## src/anf_regs.svh

```systemverilog
// Offsets, field positions, reset values and timing for the negotiation block
`ifndef ANF_REGS_SVH
`define ANF_REGS_SVH
`define ANF_ADDR_BLS 5'h01
`define ANF_ADDR_PRMS 5'h19
`define ANF_BLS_LINK 2
`define ANF_BLS_ANDONE 5
`define ANF_PRMS_SPD10 6
`define ANF_PRMS_DUPLEX 7
`define ANF_LCW_ACK 14
`define ANF_RST_WORD 16'h0000
`define ANF_CLK_PERIOD_NS 25
`define ANF_TICK_NS 1000
`define ANF_TICK_CYC (`ANF_TICK_NS / `ANF_CLK_PERIOD_NS)
`define ANF_DDET_MIN_US 15
`define ANF_DATA_WIN_US 90
`define ANF_BURST_END_US 200
`define ANF_NLP_MIN_US 5000
`define ANF_NLP_MIN_ERR_US 3800
`define ANF_NLP_MAX_MS 150
`define ANF_LFI_MS 750
`define ANF_LFI_ERR_MS 640
`define ANF_BREAK_MS 1200
`define ANF_LINK_MS 60
`define ANF_US_PER_MS 1000
`endif

```

## src/anf_pkg.sv

```systemverilog
// Types shared by the negotiation block
package anf_pkg;
	typedef enum logic [2:0] {ARB_ABILITY, ARB_ACK, ARB_CHECK, ARB_GOOD, ARB_BREAK} anf_arb_t;
	typedef enum logic [1:0] {RX_IDLE, RX_CLK, RX_DAT} anf_rx_t;
endpackage

```

## src/anf_arbiter.sv

```systemverilog
// Pulse burst receive, consistency matching, arbitration timers and status
// Functional notes
// (RULE1) As built, alternating ABAB groups still reach acknowledge and set ack bit.
// (RULE2) Gap between bursts above 150ms counts as exceeding the maximum timer; checked only in the compliant build, not as built.
// (RULE3) Minimum spacing timer is 3.8ms as built; compliant value is 5ms.
// (RULE4) Four bursts closer than the minimum spacing never reach acknowledge, in either build.
// (RULE5) Data detect minimum timer restarts from zero when a pulse comes early.
// (RULE6) Extra pulse after a clock pulse is kept, spoiling that burst's acknowledge.
// (RULE7) Link-fail-inhibit is 640ms as built; compliant value is 750ms.
// (RULE8) Link good check stops bursts, fails link, restarts after both timers.
// (RULE9) Valid signals after selection give good link well within 250ms.
// (RULE10) Link-fail-inhibit outlasts every technology's link-up time.
// (RULE11) Partner spaces bursts at least 8ms apart, typically near 16ms.
// (RULE12) Partner keeps data pulse to next clock pulse about 78us or less.
// (RULE13) Partner repeats the same burst continuously, not in gapped groups.
// (RULE14) Software waits about 3 seconds for negotiation before judging.
// (RULE15) Software checks status bit 5, then rereads status for link bit 2.
// (RULE16) Register 19h bits 7 and 6 give resolved duplex and 10 Mb/s speed.
// (RULE17) Link status bit 2 latches failure; reading twice gives current state.
// (RULE18) All timers count device clock ticks against parameter terminal counts.
// (RULE19) A differing code word clears matching progress and restarts matching; as built, a word equal to the one two bursts back still advances.
`include "anf_regs.svh"
module anf_arbiter import anf_pkg::*; #(
	parameter bit AS_BUILT = 1'b1,
	parameter logic [7:0] LOCAL_ABILITY = 8'h0F,
	parameter int TICK_CYC = `ANF_TICK_CYC,
	parameter int BURST_END_T = `ANF_BURST_END_US,
	parameter int NLP_MIN_T = AS_BUILT ? `ANF_NLP_MIN_ERR_US : `ANF_NLP_MIN_US,
	parameter int NLP_MAX_T = `ANF_NLP_MAX_MS * `ANF_US_PER_MS,
	parameter int LFI_T = (AS_BUILT ? `ANF_LFI_ERR_MS : `ANF_LFI_MS) * `ANF_US_PER_MS,
	parameter int BREAK_T = `ANF_BREAK_MS * `ANF_US_PER_MS,
	parameter int LINK_T = `ANF_LINK_MS * `ANF_US_PER_MS
) (
	// Clock and reset
	input wire logic ref_clk,
	input wire logic rst_n,
	// Cable side
	input wire logic rx_pulse,
	input wire logic link_ok,
	output logic flp_tx_en,
	// Status read port
	input wire logic rd_en,
	input wire logic [4:0] rd_addr,
	output logic [15:0] rd_data,
	output logic ack_bit
);
	localparam int DDET_MIN_T = `ANF_DDET_MIN_US;
	localparam int DATA_WIN_T = `ANF_DATA_WIN_US;
	// Link code words compare without the acknowledge bit
	function automatic logic same_word(input logic [15:0] a, input logic [15:0] b);
		same_word = ((a ^ b) & ~(16'h0001 << `ANF_LCW_ACK)) == 16'h0000;
	endfunction
	// Returns {duplex, speed_10}; highest common ability wins
	function automatic logic [1:0] resolve(input logic [15:0] w);
		logic [7:0] c;
		c = w[12:5] & LOCAL_ABILITY;
		resolve = c[3] ? 2'h2 : (c[2] ? 2'h0 : (c[1] ? 2'h3 : 2'h1));
	endfunction
	// Synchroniser and 1us tick
	logic s1_reg, s2_reg, s3_reg, lvl_reg, lvl_next, pulse;
	logic [5:0] tdiv_reg, tdiv_next;
	logic tick_reg, tick_next;
	always_comb begin
		lvl_next = (s2_reg == s3_reg) ? s3_reg : lvl_reg;
		tick_next = (tdiv_reg == 6'(TICK_CYC - 1));
		tdiv_next = tick_next ? 6'h00 : tdiv_reg + 6'h01;
	end
	always_ff @(posedge ref_clk) begin
		if (!rst_n) begin
			s1_reg <= 1'b0;
			s2_reg <= 1'b0;
			s3_reg <= 1'b0;
			lvl_reg <= 1'b0;
			tdiv_reg <= 6'h00;
			tick_reg <= 1'b0;
		end else begin
			s1_reg <= rx_pulse;
			s2_reg <= s1_reg;
			s3_reg <= s2_reg;
			lvl_reg <= lvl_next;
			tdiv_reg <= tdiv_next;
			tick_reg <= tick_next;
		end
	end
	assign pulse = lvl_next & ~lvl_reg;
	// Burst receiver
	anf_rx_t rx_reg, rx_next;
	logic [15:0] gap_reg, gap_next, word_reg, word_next;
	logic [4:0] bits_reg, bits_next;
	logic bad_reg, bad_next, done_reg, done_next;
	logic [17:0] sp_reg, sp_next;
	always_comb begin
		rx_next = rx_reg;
		word_next = word_reg;
		bits_next = bits_reg;
		bad_next = bad_reg;
		done_next = 1'b0;
		gap_next = gap_reg;
		if (tick_reg && gap_reg != 16'hFFFF) begin
			gap_next = gap_reg + 16'h0001;
		end
		// Cleared only after the arbiter has judged it, so spacing runs end to end
		sp_next = sp_reg;
		if (done_reg) begin
			sp_next = 18'h00000; // RULE3
		end else if (tick_reg && sp_reg != 18'h3FFFF) begin
			sp_next = sp_reg + 18'h00001;
		end
		if (pulse) begin
			gap_next = 16'h0000;
			case (rx_reg)
				RX_IDLE: begin
					rx_next = RX_CLK;
					bits_next = 5'h00;
					bad_next = 1'b0;
				end
				RX_CLK: begin
					if (gap_reg < 16'(DDET_MIN_T)) begin
						bad_next = 1'b1; // RULE5 RULE6
					end else begin
						word_next = {(gap_reg < 16'(DATA_WIN_T)), word_reg[15:1]};
						rx_next = (gap_reg < 16'(DATA_WIN_T)) ? RX_DAT : RX_CLK;
						if (bits_reg != 5'h1F) begin
							bits_next = bits_reg + 5'h01;
						end
					end
				end
				RX_DAT: rx_next = RX_CLK;
				default: rx_next = RX_IDLE;
			endcase
		end else if (rx_reg != RX_IDLE && tick_reg && gap_reg >= 16'(BURST_END_T)) begin
			rx_next = RX_IDLE;
			done_next = 1'b1;
		end
	end
	always_ff @(posedge ref_clk) begin
		if (!rst_n) begin
			rx_reg <= RX_IDLE;
			gap_reg <= 16'hFFFF;
			word_reg <= `ANF_RST_WORD;
			bits_reg <= 5'h00;
			bad_reg <= 1'b0;
			done_reg <= 1'b0;
			sp_reg <= 18'h3FFFF;
		end else begin
			rx_reg <= rx_next;
			gap_reg <= gap_next;
			word_reg <= word_next;
			bits_reg <= bits_next;
			bad_reg <= bad_next;
			done_reg <= done_next;
			sp_reg <= sp_next;
		end
	end
	// Arbitration, timers and status registers
	anf_arb_t st_reg, st_next;
	logic [2:0] cnt_reg, cnt_next;
	logic [15:0] w1_reg, w1_next, w2_reg, w2_next, rd_reg, rd_next;
	logic [21:0] tmr_reg, tmr_next;
	logic flp_reg, flp_next, ack_reg, ack_next, good_reg, good_next, done_an_reg, done_an_next;
	logic dup_reg, dup_next, spd_reg, spd_next, latch_reg, latch_next;
	logic burst_ok, matched, too_close, too_far, held;
	logic [1:0] res;
	always_comb begin
		burst_ok = done_reg && !bad_reg && bits_reg == 5'h10; // RULE6
		too_close = sp_reg < 18'(NLP_MIN_T); // RULE3 RULE4
		too_far = !AS_BUILT && sp_reg > 18'(NLP_MAX_T); // RULE2
		matched = same_word(word_reg, w1_reg) || (AS_BUILT && same_word(word_reg, w2_reg)); // RULE1
		res = resolve(word_reg);
		st_next = st_reg;
		cnt_next = cnt_reg;
		w1_next = w1_reg;
		w2_next = w2_reg;
		flp_next = flp_reg;
		ack_next = ack_reg;
		good_next = good_reg;
		done_an_next = done_an_reg;
		dup_next = dup_reg;
		spd_next = spd_reg;
		tmr_next = tick_reg ? tmr_reg + 22'h000001 : tmr_reg; // RULE18
		if (done_reg) begin
			if (!burst_ok || too_close) begin
				cnt_next = 3'h0; // RULE4 RULE6
			end else if (too_far || !matched) begin
				cnt_next = 3'h1; // RULE19 RULE2
				w1_next = word_reg;
				w2_next = w1_reg;
			end else if (cnt_reg != 3'h4) begin
				cnt_next = cnt_reg + 3'h1;
				w2_next = w1_reg;
				w1_next = word_reg;
			end
		end
		case (st_reg)
			ARB_ABILITY: begin
				if (cnt_next == 3'h4) begin
					st_next = ARB_ACK; // RULE1 RULE4
					ack_next = 1'b1;
				end
			end
			ARB_ACK: begin
				if (burst_ok && matched && word_reg[`ANF_LCW_ACK]) begin
					st_next = ARB_CHECK;
					tmr_next = 22'h000000;
					flp_next = 1'b0; // RULE8
					good_next = 1'b0;
					dup_next = res[1]; // RULE16
					spd_next = res[0];
				end
			end
			ARB_CHECK: begin
				if (link_ok) begin
					st_next = ARB_GOOD; // RULE9
					good_next = 1'b1;
					done_an_next = 1'b1;
				end else if (tick_reg && tmr_reg >= 22'(LFI_T - 1)) begin
					st_next = ARB_BREAK; // RULE7 RULE10
					tmr_next = 22'h000000;
				end
			end
			ARB_GOOD: begin
				if (!link_ok) begin
					st_next = ARB_BREAK;
					tmr_next = 22'h000000;
					good_next = 1'b0;
					done_an_next = 1'b0;
					ack_next = 1'b0;
				end
			end
			ARB_BREAK: begin
				if (tick_reg && tmr_reg >= 22'(BREAK_T - 1) && tmr_reg >= 22'(LINK_T - 1)) begin
					st_next = ARB_ABILITY; // RULE8
					flp_next = 1'b1;
					ack_next = 1'b0;
					cnt_next = 3'h0;
				end
			end
			default: st_next = ARB_ABILITY;
		endcase
		// Failure seen in the read cycle still latches low
		held = latch_reg & good_next;
		latch_next = held; // RULE17
		rd_next = rd_reg;
		if (rd_en) begin
			rd_next = 16'h0000;
			if (rd_addr == `ANF_ADDR_BLS) begin
				rd_next[`ANF_BLS_LINK] = latch_reg;
				rd_next[`ANF_BLS_ANDONE] = done_an_reg;
				latch_next = good_next; // RULE17
			end else if (rd_addr == `ANF_ADDR_PRMS) begin
				rd_next[`ANF_PRMS_DUPLEX] = dup_reg; // RULE16
				rd_next[`ANF_PRMS_SPD10] = spd_reg;
			end
		end
	end
	always_ff @(posedge ref_clk) begin
		if (!rst_n) begin
			st_reg <= ARB_ABILITY;
			cnt_reg <= 3'h0;
			w1_reg <= `ANF_RST_WORD;
			w2_reg <= `ANF_RST_WORD;
			tmr_reg <= 22'h000000;
			flp_reg <= 1'b1;
			ack_reg <= 1'b0;
			good_reg <= 1'b0;
			done_an_reg <= 1'b0;
			dup_reg <= 1'b0;
			spd_reg <= 1'b0;
			latch_reg <= 1'b0;
			rd_reg <= 16'h0000;
		end else begin
			st_reg <= st_next;
			cnt_reg <= cnt_next;
			w1_reg <= w1_next;
			w2_reg <= w2_next;
			tmr_reg <= tmr_next;
			flp_reg <= flp_next;
			ack_reg <= ack_next;
			good_reg <= good_next;
			done_an_reg <= done_an_next;
			dup_reg <= dup_next;
			spd_reg <= spd_next;
			latch_reg <= latch_next;
			rd_reg <= rd_next;
		end
	end
	assign flp_tx_en = flp_reg;
	assign ack_bit = ack_reg;
	assign rd_data = rd_reg;
endmodule // anf_arbiter

```

## config.mk

```make
export PLATFORM = sky130hd
export DESIGN_NAME = anf_arbiter
export DESIGN_NICKNAME = d
export VERILOG_FILES = /design/src/anf_pkg.sv /design/src/anf_arbiter.sv
export VERILOG_INCLUDE_DIRS = /design/src
export SDC_FILE = /design/constraint.sdc
export NUM_CORES = 1
export LEC_CHECK = 0
export BUFFER_PORTS_ARGS = -buffer_cell sky130_fd_sc_hd__buf_2
export CORE_MARGIN = 2
export CORE_UTILIZATION = 66
export DETAILED_ROUTE_END_ITERATION = 10
export GPL_ROUTABILITY_DRIVEN = 0
export GPL_TIMING_DRIVEN = 0
export PLACE_DENSITY_LB_ADDON = 0.12
export SLEW_MARGIN = 0
export SYNTH_ARGS = -nofsm -noshare
export SYNTH_HDL_FRONTEND = slang
export SYNTH_SLANG_ARGS = --single-unit
```

## constraint.sdc

```tcl
create_clock -name ref_clk -period 3.96 [get_ports ref_clk]
set_input_delay 0.198 -clock ref_clk [delete_from_list [all_inputs] [get_ports ref_clk]]
set_output_delay 0.198 -clock ref_clk [all_outputs]
set_load 0.02 [all_outputs]
```

# Yosys cells after proc, flatten, opt, wreduce, memory -nomap -nowiden

Index checks and enable logic that the tools add are counted.

Flip-flop bits (word level): 141
Bits in latches: 0
Bits in writable memories: 0
Bits in read-only memories: 0
Input bits: 10
Output and inout bits: 18
Logic and storage cells: 175
Memories kept: 0

$add $sub $neg: 6
$mul: 0
Div/mod/pow operators: 0
Order comparisons: 7
Equal/unequal tests: 27
Shift operators: 0
Mux-type cells: 61
Bitwise logic cells: 8
Reductions and logical operators: 40

Operators with widths:

| kind                                                                                  | count |
|---|---|
| 22-bit two-way mux                                                                    | 5 |
| 16-bit two-way mux                                                                    | 6 |
| 22-bit case mux with 3 select lines                                                   | 1 |
| 18-bit two-way mux                                                                    | 2 |
| 3-bit two-way mux                                                                     | 12 |
| 16-bit logical NOT                                                                    | 2 |
| 16-bit XOR                                                                            | 2 |
| 22-bit by 1-bit adder with 22-bit output, second input constant                       | 1 |
| 22-bit by 16-bit greater-or-equal comparator with 1-bit output, second input constant | 1 |
| 22-bit by 20-bit greater-or-equal comparator with 1-bit output, second input constant | 1 |
| 22-bit by 21-bit greater-or-equal comparator with 1-bit output, second input constant | 1 |
| 18-bit by 1-bit adder with 18-bit output, second input constant                       | 1 |
| 18-bit by 12-bit less-than comparator with 1-bit output, second input constant        | 1 |
| 2-bit two-way mux                                                                     | 9 |
| 18-bit inequality test, second input constant                                         | 1 |
| 16-bit by 1-bit adder with 16-bit output, second input constant                       | 1 |
| 16-bit by 8-bit greater-or-equal comparator with 1-bit output, second input constant  | 1 |
| 16-bit by 4-bit less-than comparator with 1-bit output, second input constant         | 1 |
| 16-bit by 7-bit less-than comparator with 1-bit output, second input constant         | 1 |
| 1-bit two-way mux                                                                     | 16 |
| 16-bit inequality test, second input constant                                         | 1 |
| 2-bit inequality test, second input constant                                          | 8 |
| 3-bit case mux with 5 select lines                                                    | 1 |
| 3-bit AND reduction                                                                   | 5 |
| 33 further kinds                                                                      | 68 |

# Longest topological paths before layout

Gate-level depths: netlist of the first run.

Depth in word-level cells: 10
Mapped depth: 10
Gate-level depth less buffers: 8

# Worst setup path after synthesis of the first run

OpenSTA, ideal clock, no wires.

Kind: flip-flop to flip-flop
Start: register sp_reg[12]
End: register st_reg[0]
Library setup time: 74 ps
Data arrival time: 2125 ps
Data required time: 3886 ps
Setup slack: 1760 ps
Stages on the path, launching flop included: 7
Path buffers: 0
Clock period less this slack: 2200 ps
Cells stage by stage: dfxtp_1 -> or4_4 -> a2111oi_4 -> nand2_1 -> and3_1 -> or4b_1 -> a31oi_1

Longest elaborated chain between the ends: 7

Ends and longest elaborated chain:

| element                                                 | line               | RTL |
|---|---|---|
| from (decl)                                             | anf_arbiter.sv:91  | `logic [17:0] sp_reg, sp_next;` |
| from (signal assigned)                                  | anf_arbiter.sv:152 | `sp_reg <= sp_next;` |
| 18-bit by 12-bit less-than comparator with 1-bit output | anf_arbiter.sv:166 | `too_close = sp_reg < 18'(NLP_MIN_T);` |
| 1-bit logical OR                                        | anf_arbiter.sv:182 | `if (!burst_ok \|\| too_close) begin` |
| 3-bit two-way mux                                       | anf_arbiter.sv:182 |  |
| 3-bit two-way mux                                       | anf_arbiter.sv:181 | `if (done_reg) begin` |
| 3-bit == test                                           | anf_arbiter.sv:196 | `if (cnt_next == 3'h4) begin` |
| 2-bit inequality test (no source line)                  | --                 |  |
| 5-bit AND reduction (no source line)                    | --                 |  |
| to (signal assigned)                                    | anf_arbiter.sv:272 | `st_reg <= st_next;` |
| to (decl)                                               | anf_arbiter.sv:156 | `anf_arb_t st_reg, st_next;` |

Every way passes these cells.
A chain may end at the register's enable or synchronous reset.

# Final worst setup path of the first run

Start: register gap_reg[12]
End: register word_reg[2]

Longest elaborated chain between the ends: 3

Ends and longest elaborated chain:

| element                                                | line               | RTL |
|---|---|---|
| from (decl)                                            | anf_arbiter.sv:88  | `logic [15:0] gap_reg, gap_next, word_reg, word_next;` |
| from (signal assigned)                                 | anf_arbiter.sv:147 | `gap_reg <= gap_next;` |
| 16-bit by 4-bit less-than comparator with 1-bit output | anf_arbiter.sv:118 | `if (gap_reg < 16'(DDET_MIN_T)) begin` |
| 1-bit NOT (no source line)                             | --                 |  |
| 3-bit AND reduction (no source line)                   | --                 |  |
| to (signal assigned)                                   | anf_arbiter.sv:140 | `` word_reg <= `ANF_RST_WORD; `` |
| to (signal assigned)                                   | anf_arbiter.sv:148 | `word_reg <= word_next;` |
| to (decl)                                              | anf_arbiter.sv:88  |  |

Every way passes these cells.

==> results of run 1 <==
## final timing paths
check | startpoint | end | slack [ns] | cells after the start
hold / removal | rd_addr[3] | rd_data[2] | 0.06 | 4
setup reg to reg | gap_reg[12] | word_reg[2] | 1.29 | 7
setup / recovery | gap_reg[12] | word_reg[2] | 1.29 | 7
hold reg to reg | s1_reg | s2_reg | 0.45 | 1
## cell families (layout without fill, tap and decap cells)
| group | count (synthesis) | in the layout | synth area share (%) |
|---|---|---|---|
| buffers and inverters | 58 | 109 | 4.17 |
| multiplexers | 48 | 48 | 7.38 |
| XOR/XNOR | 89 | 89 | 12.0 |
| AO/OA/AOI/OAI | 106 | 106 | 10.1 |
| other | 1 | 12 | 0.0576 |
| flip-flops | 139 | 139 | 42.7 |
| adder cells (fa/ha/maj) | 9 | 9 | 1.73 |
| AND/OR/NAND/NOR | 294 | 294 | 21.9 |
## worst max-delay path, delay by kind of cell (launching register included)
family / cells / cell delay, ns
DFF: 1 / 0.36
buffers and inverters: 1 / 0.29
and+or+nand+nor: 5 / 1.59
muxes: 1 / 0.29
## cells in the mapped netlist (all sizes together), types with 6 or more instances
master	count	area (um2)
a21oi	21	105
and2	6	37.5
and3	9	57.6
and4	8	71.3
buf	20	129
clkbuf	26	97.6
dfxtp	139	2780
ha	9	113
inv	12	45.1
mux2i	48	480
nand2	82	308
nand3	39	200
nand4	19	119
nor2	77	289
nor2b	7	43.8
nor3	18	90.1
nor4	12	75.1
o21ai	49	245
xnor2	26	228
xor2	63	552
## stage by stage
step                      total power (W)  instance area (um2)  cells  setup WS, ns  hold WS, ns
final                             0.00330                 7520    939          1.29       0.0622
after global routing              0.00338                 7520    939          1.07       0.0687
after global placement            0.00152                 6800    903          1.45        0.406
after floorplan                   0.00150                 6550    755          1.76        0.325
after CTS                         0.00332                 7520    939          1.33       0.0299
after detailed placement          0.00152                 6800    903          1.37        0.418
## final cells by class
class / count / share of cell area, %
Inverter: 12 / 0.599
Timing Repair Buffer: 19 / 1.53
Sequential cell: 139 / 37.0
Clock inverter: 10 / 2.80
Clock buffer: 22 / 6.29
Tap cell: 133 / 2.21
Buffer: 46 / 3.01
Multi-Input combinational cell: 558 / 46.5
## repair_timing
item | 4_1_cts | 5_1_grt
endpoints found under the hold margin | 4 | 0
setup buffers | 0 | 0
hold buffers | 4 | 0
## power breakdown
group	total, W	internal (W)	leakage (nW)	switching (W)
combinational	0.0000838	0.0000275	1.66	0.0000563
clock	0.00181	0.00122	0.331	0.000592
sequential	0.00141	0.00140	1.12	0.00000486
total	0.00330	0.00265	3.12	0.000653
## layer usage
layer,share of wire (%),vias up,track usage (%)
met2,50,148,49.9
met5,0,-,0
li1,-,2663,-
met1,43,2611,35.1
met4,2.5,0,12.2
met3,4.6,36,8.53
==> flow_summary.yaml, run 1 <==
cells_and_area:
  multiInputGateArea_um2: 3500
  drive_above_1_share_pct: 8.81
  final_core_util_pct: 77.6
  fin_nets: 812
  layout_commonest_cell: "dfxtp_1"
  largest_reg_flops: 22
  n_antenna_cell: 0
  syn2layout_area_growth_pct: 15.4
  layout_common_cells: "dfxtp_1, nand2_1, nor2_1, xor2_1, mux2i_1"
  fillers: 668
  seq_area_um2: 2780
cts:
  root_buffer: "clkbuf_8"
  clk_latency_ns: 0.54
  cts_tree: "built"
  htree_levels: 4
  cts_sinks: 139
  clk_pin_slew_ns: 0.06
  clockBufferDepth: 2
  numCtsBuffers: 17
  ctsResizeCount: 0
timing:
  fmax_mhz: 375
  period_share_pct: 67.4
  max-slew-margin-rel_pct: 51.2
  fin_setup_tns_ns: 0
  setup_viol: 0
  period_needed_ns: 2.67
  hold_viol: 0
  skew_ns: 0.00730
  slew_violations: 0
  tightest_slew_ns: 0.727
  rsz0062_at_grt: "no"
placement:
  port_buffers: 15
  dp.final_hpwl_um: 9770
floorplanning:
  coreArea_um2: 9680
  die_y_um: 103
  initial_core_util_pct: 67.2
  num_rows: 36
  die-area_um2: 10700
  die_w_um: 103
  ios: 28
yosys:
  synth_cell_types: 62
  synth_edf_count: 0
  synth_seq_cells: 139
  synth_area_per_cell_um2: 8.75
  synth_cells: 744
  syn-cell-area_um2: 6510
  seq_area_frac_synth_pct: 42.7
  yosys_warnings: 0
  synth-async-reset-ratio_pct: 0
  ys.flop_type: "dfxtp_1"
setup_path:
  cp_max_fo: 10
  crit_path_cell_trace: "or4_1 -> nor3_1 -> nand2_1 -> nand3_2 -> buf_4 -> mux2i_1 -> nor2_1"
  worstPathArrival_ns: 3.07
  worstSetupPathType: "reg -> reg"
  critPathLaunchType: "flip-flop"
  end_kind: "flip-flop"
  critPathMaxStageDelay_ns: 0.57
  cp.required_ns: 4.37
  crit_slowest_cell: "or4_1"
global_route:
  grt-ovfl-total: 0
  grt_max_degree: 17
  grt_pass1_wl_um: 24300
  antenna_found_initial: 0
  gr-usage-all-layers_pct: 29.4
  grt_pass1_vias: 5258
hold_path:
  hp-class: "in -> reg"
status:
  outcome: "finished, final reports clean"
detailed_routing:
  first_pass_iters: 7
  detail-route-antenna-nets: 0
  drtIter0Drc: 253
  viasPerCell: 5.81
  wirelength_um: 14700
  wire_per_inst_um: 15.7
  drc_errors: 0
  num_vias: 5458
pwr:
  vdd_drop_max_v: 0.000361
  leakagePower_nw: 3.12
  power_per_cell_area_nw_per_um2: 440
flow_run:
  cap_violations: 0
No activity file was read; power rests on OpenSTA's default activity.
==> inputs of run 2 (changes only) <==
--- a/config.mk
+++ b/config.mk
@@ -8,7 +8,7 @@
 export LEC_CHECK = 0
 export BUFFER_PORTS_ARGS = -buffer_cell sky130_fd_sc_hd__buf_2
 export CORE_MARGIN = 2
-export CORE_UTILIZATION = 66
+export CORE_UTILIZATION = 61
 export DETAILED_ROUTE_END_ITERATION = 10
 export GPL_ROUTABILITY_DRIVEN = 0
 export GPL_TIMING_DRIVEN = 0
==> constraint.sdc (replaced) <==
create_clock -name ref_clk -period 2.6 [get_ports ref_clk]
set_input_delay 0.13 -clock ref_clk [delete_from_list [all_inputs] [get_ports ref_clk]]
set_output_delay 0.13 -clock ref_clk [all_outputs]
set_load 0.02 [all_outputs]
==> run 2 against run 1 <==
Effect of this change: total power rose by 50%; wire length fell by 1.2%; combinational power increased by 52%; hold slack got worse by 0.025 ns; die area grew 7.9%; register-to-register slack got worse by 1.2 ns; via count down 2.2%; non-clock buffer count shrank 1; critical path type unchanged; critical endpoint is now st_reg[0]; largest cell class unchanged; largest power group unchanged.
==> flow_summary.yaml, run 2 (same netlist as run 1, synthesis figures left out) <==
floorplanning:
  num_rows: 37
  ios: 28
  initial_core_util_pct: 63.1
  coreArea_um2: 10300
  die_y_um: 107
  die-area_um2: 11500
  die_w_um: 107
timing:
  setup_viol: 0
  skew_ns: 0.00930
  slew_violations: 0
  setup_slack_ns: 0.121
  rsz0062_at_grt: "no"
  period_needed_ns: 2.48
  hold_viol: 0
  period_share_pct: 95.4
  fin_setup_tns_ns: 0
  max-slew-margin-rel_pct: 46.4
  fmax_mhz: 403
  tightest_slew_ns: 0.799
cts:
  clk_latency_ns: 0.53
  root_buffer: "clkbuf_8"
  clk_pin_slew_ns: 0.06
  clockBufferDepth: 2
  cts_sinks: 139
  numCtsBuffers: 17
  htree_levels: 4
  cts_tree: "built"
  cts_setup_buffers: 0
setup_path:
  worstSetupPathType: "reg -> reg"
  cp_max_fo: 6
  critPathLaunchType: "flip-flop"
  regToRegSetupSlack_ns: 0.12
  cp.required_ns: 3.05
  r2r-start: "sp_reg[12]"
  rr_endpoint: "st_reg[0]"
  cp_top_family: "simple AND/OR/NAND/NOR gates"
  crit_slowest_cell: "or4b_1"
  worstPathArrival_ns: 2.93
  crit_path_cell_trace: "or4_4 -> a2111oi_4 -> nand2_1 -> and3_1 -> or4b_1 -> a31oi_1"
  critPathMaxStageDelay_ns: 0.58
  path_buf_inv: 0
  reg2regPathDepth: 6
  end_kind: "flip-flop"
hold_path:
  min_delay_path_depth: 5
  hp-class: "in -> reg"
  min_to: "rd_data[6]"
  hold_path.startpoint: "rd_addr[3]"
pwr:
  switchingPower_w: 0.000992
  p_int_w: 0.00396
  seq_power_share_pct: 43.4
  vdd_drop_max_v: 0.000614
  power_per_cell_area_nw_per_um2: 659
  netSwitchingFraction_pct: 20.0
  combPwrFrac_pct: 2.6
  leakagePower_nw: 3.10
  pwr-share-clk_pct: 54.1
detailed_routing:
  first_pass_iters: 5
  drtIter0Drc: 429
  wire_per_inst_um: 15.5
  viasPerCell: 5.67
  num_vias: 5336
  drc_errors: 0
  wirelength_um: 14600
  detail-route-antenna-nets: 0
placement:
  dp.final_hpwl_um: 9980
  port_buffers: 15
  dp_slack_ns: 0.0132
  placed_area_um2: 6800
global_route:
  grt_pass1_wl_um: 24800
  grt_max_degree: 17
  grt-ovfl-total: 0
  antenna_found_initial: 0
  grt_pass1_vias: 5369
  gr-usage-all-layers_pct: 27.2
cells_and_area:
  syn2layout_area_growth_pct: 15.4
  drive_above_1_share_pct: 9.19
  largest_reg_flops: 22
  layout_commonest_cell: "dfxtp_1"
  n_antenna_cell: 0
  fin_area_um2: 7510
  layout_common_cells: "dfxtp_1, nand2_1, nor2_1, xor2_1, mux2i_1"
  fin_nets: 811
flow_run:
  cap_violations: 0
status:
  outcome: "finished, final reports clean"
[run 2: stage by stage]
step / instances / total power, W / hold WS [ns] / util, %
final: 941 / 0.00495 / 0.0370 / 72.8
after floorplan: 755 / 0.00228 / 0.257 / -
after detailed placement: 906 / 0.00231 / 0.344 / 65.9
after global routing: 941 / 0.00510 / 0.0698 / 72.8
after global placement: 906 / 0.00231 / 0.337 / 65.9
after CTS: 943 / 0.00498 / 0.0333 / 72.7
[run 2: what timing repair did]
| action | CTS | global route |
|---|---|---|
| gates resized for setup | 1 | 5 |
| gates cloned | 0 | 0 |
| hold buffers | 5 | 0 |
| endpoints found under the hold margin | 9 | 0 |
| endpoints found under the setup margin | 10 | 62 |
| pin swaps | 0 | 1 |
[run 2: how the worst max path moves through the flow]
stage	from	to	slack (ns)	depth (start not counted)
after floorplan	sp_reg[12]	st_reg[0]	0.40	6
after global placement	word_reg[6]	tmr_reg[19]	0.08	8
after detailed placement	word_reg[6]	tmr_reg[5]	0.01	8
after CTS	word_reg[6]	tmr_reg[9]	0.001	8
after global routing	gap_reg[12]	word_reg[1]	0.03	7
final	sp_reg[12]	st_reg[0]	0.12	6
[run 2: power by group through the flow]
stage / registers (W) / clock network (W) / logic [W]
after floorplan: 0.00219 / 0 / 0.0000857
after global placement: 0.00219 / 0 / 0.000117
after detailed placement: 0.00219 / 0 / 0.000120
after CTS: 0.00215 / 0.00271 / 0.000126
after global routing: 0.00215 / 0.00281 / 0.000140
final: 0.00215 / 0.00268 / 0.000127
[run 2: layout make-up]
type / count / area [um2]
multi-input cells: 558 / 3510
fillers: 778 / 2810
flip-flops and latches: 139 / 2780
clock buffers: 21 / 439
plain buffers: 44 / 221
clock inverters: 11 / 216
well taps: 136 / 170
repair buffers: 20 / 125
inverters: 12 / 45.0
[run 2: routing by layer]
metal / wire (um) / vias to the layer above / GRT usage [%]
li1: - / 2659 / -
met1: 6210 / 2508 / 31.7
met2: 7300 / 135 / 47.2
met3: 669 / 34 / 6.78
met4: 383 / 0 / 11.7
met5: 0 / - / 0
[run 2: worst reg2reg max path: cells and delay by family, from the launching register on]
family | cells | cell delay [ns]
AOI/OAI and AO/OA | 2 | 0.62
DFF | 1 | 0.36
and+or+nand+nor | 4 | 1.41
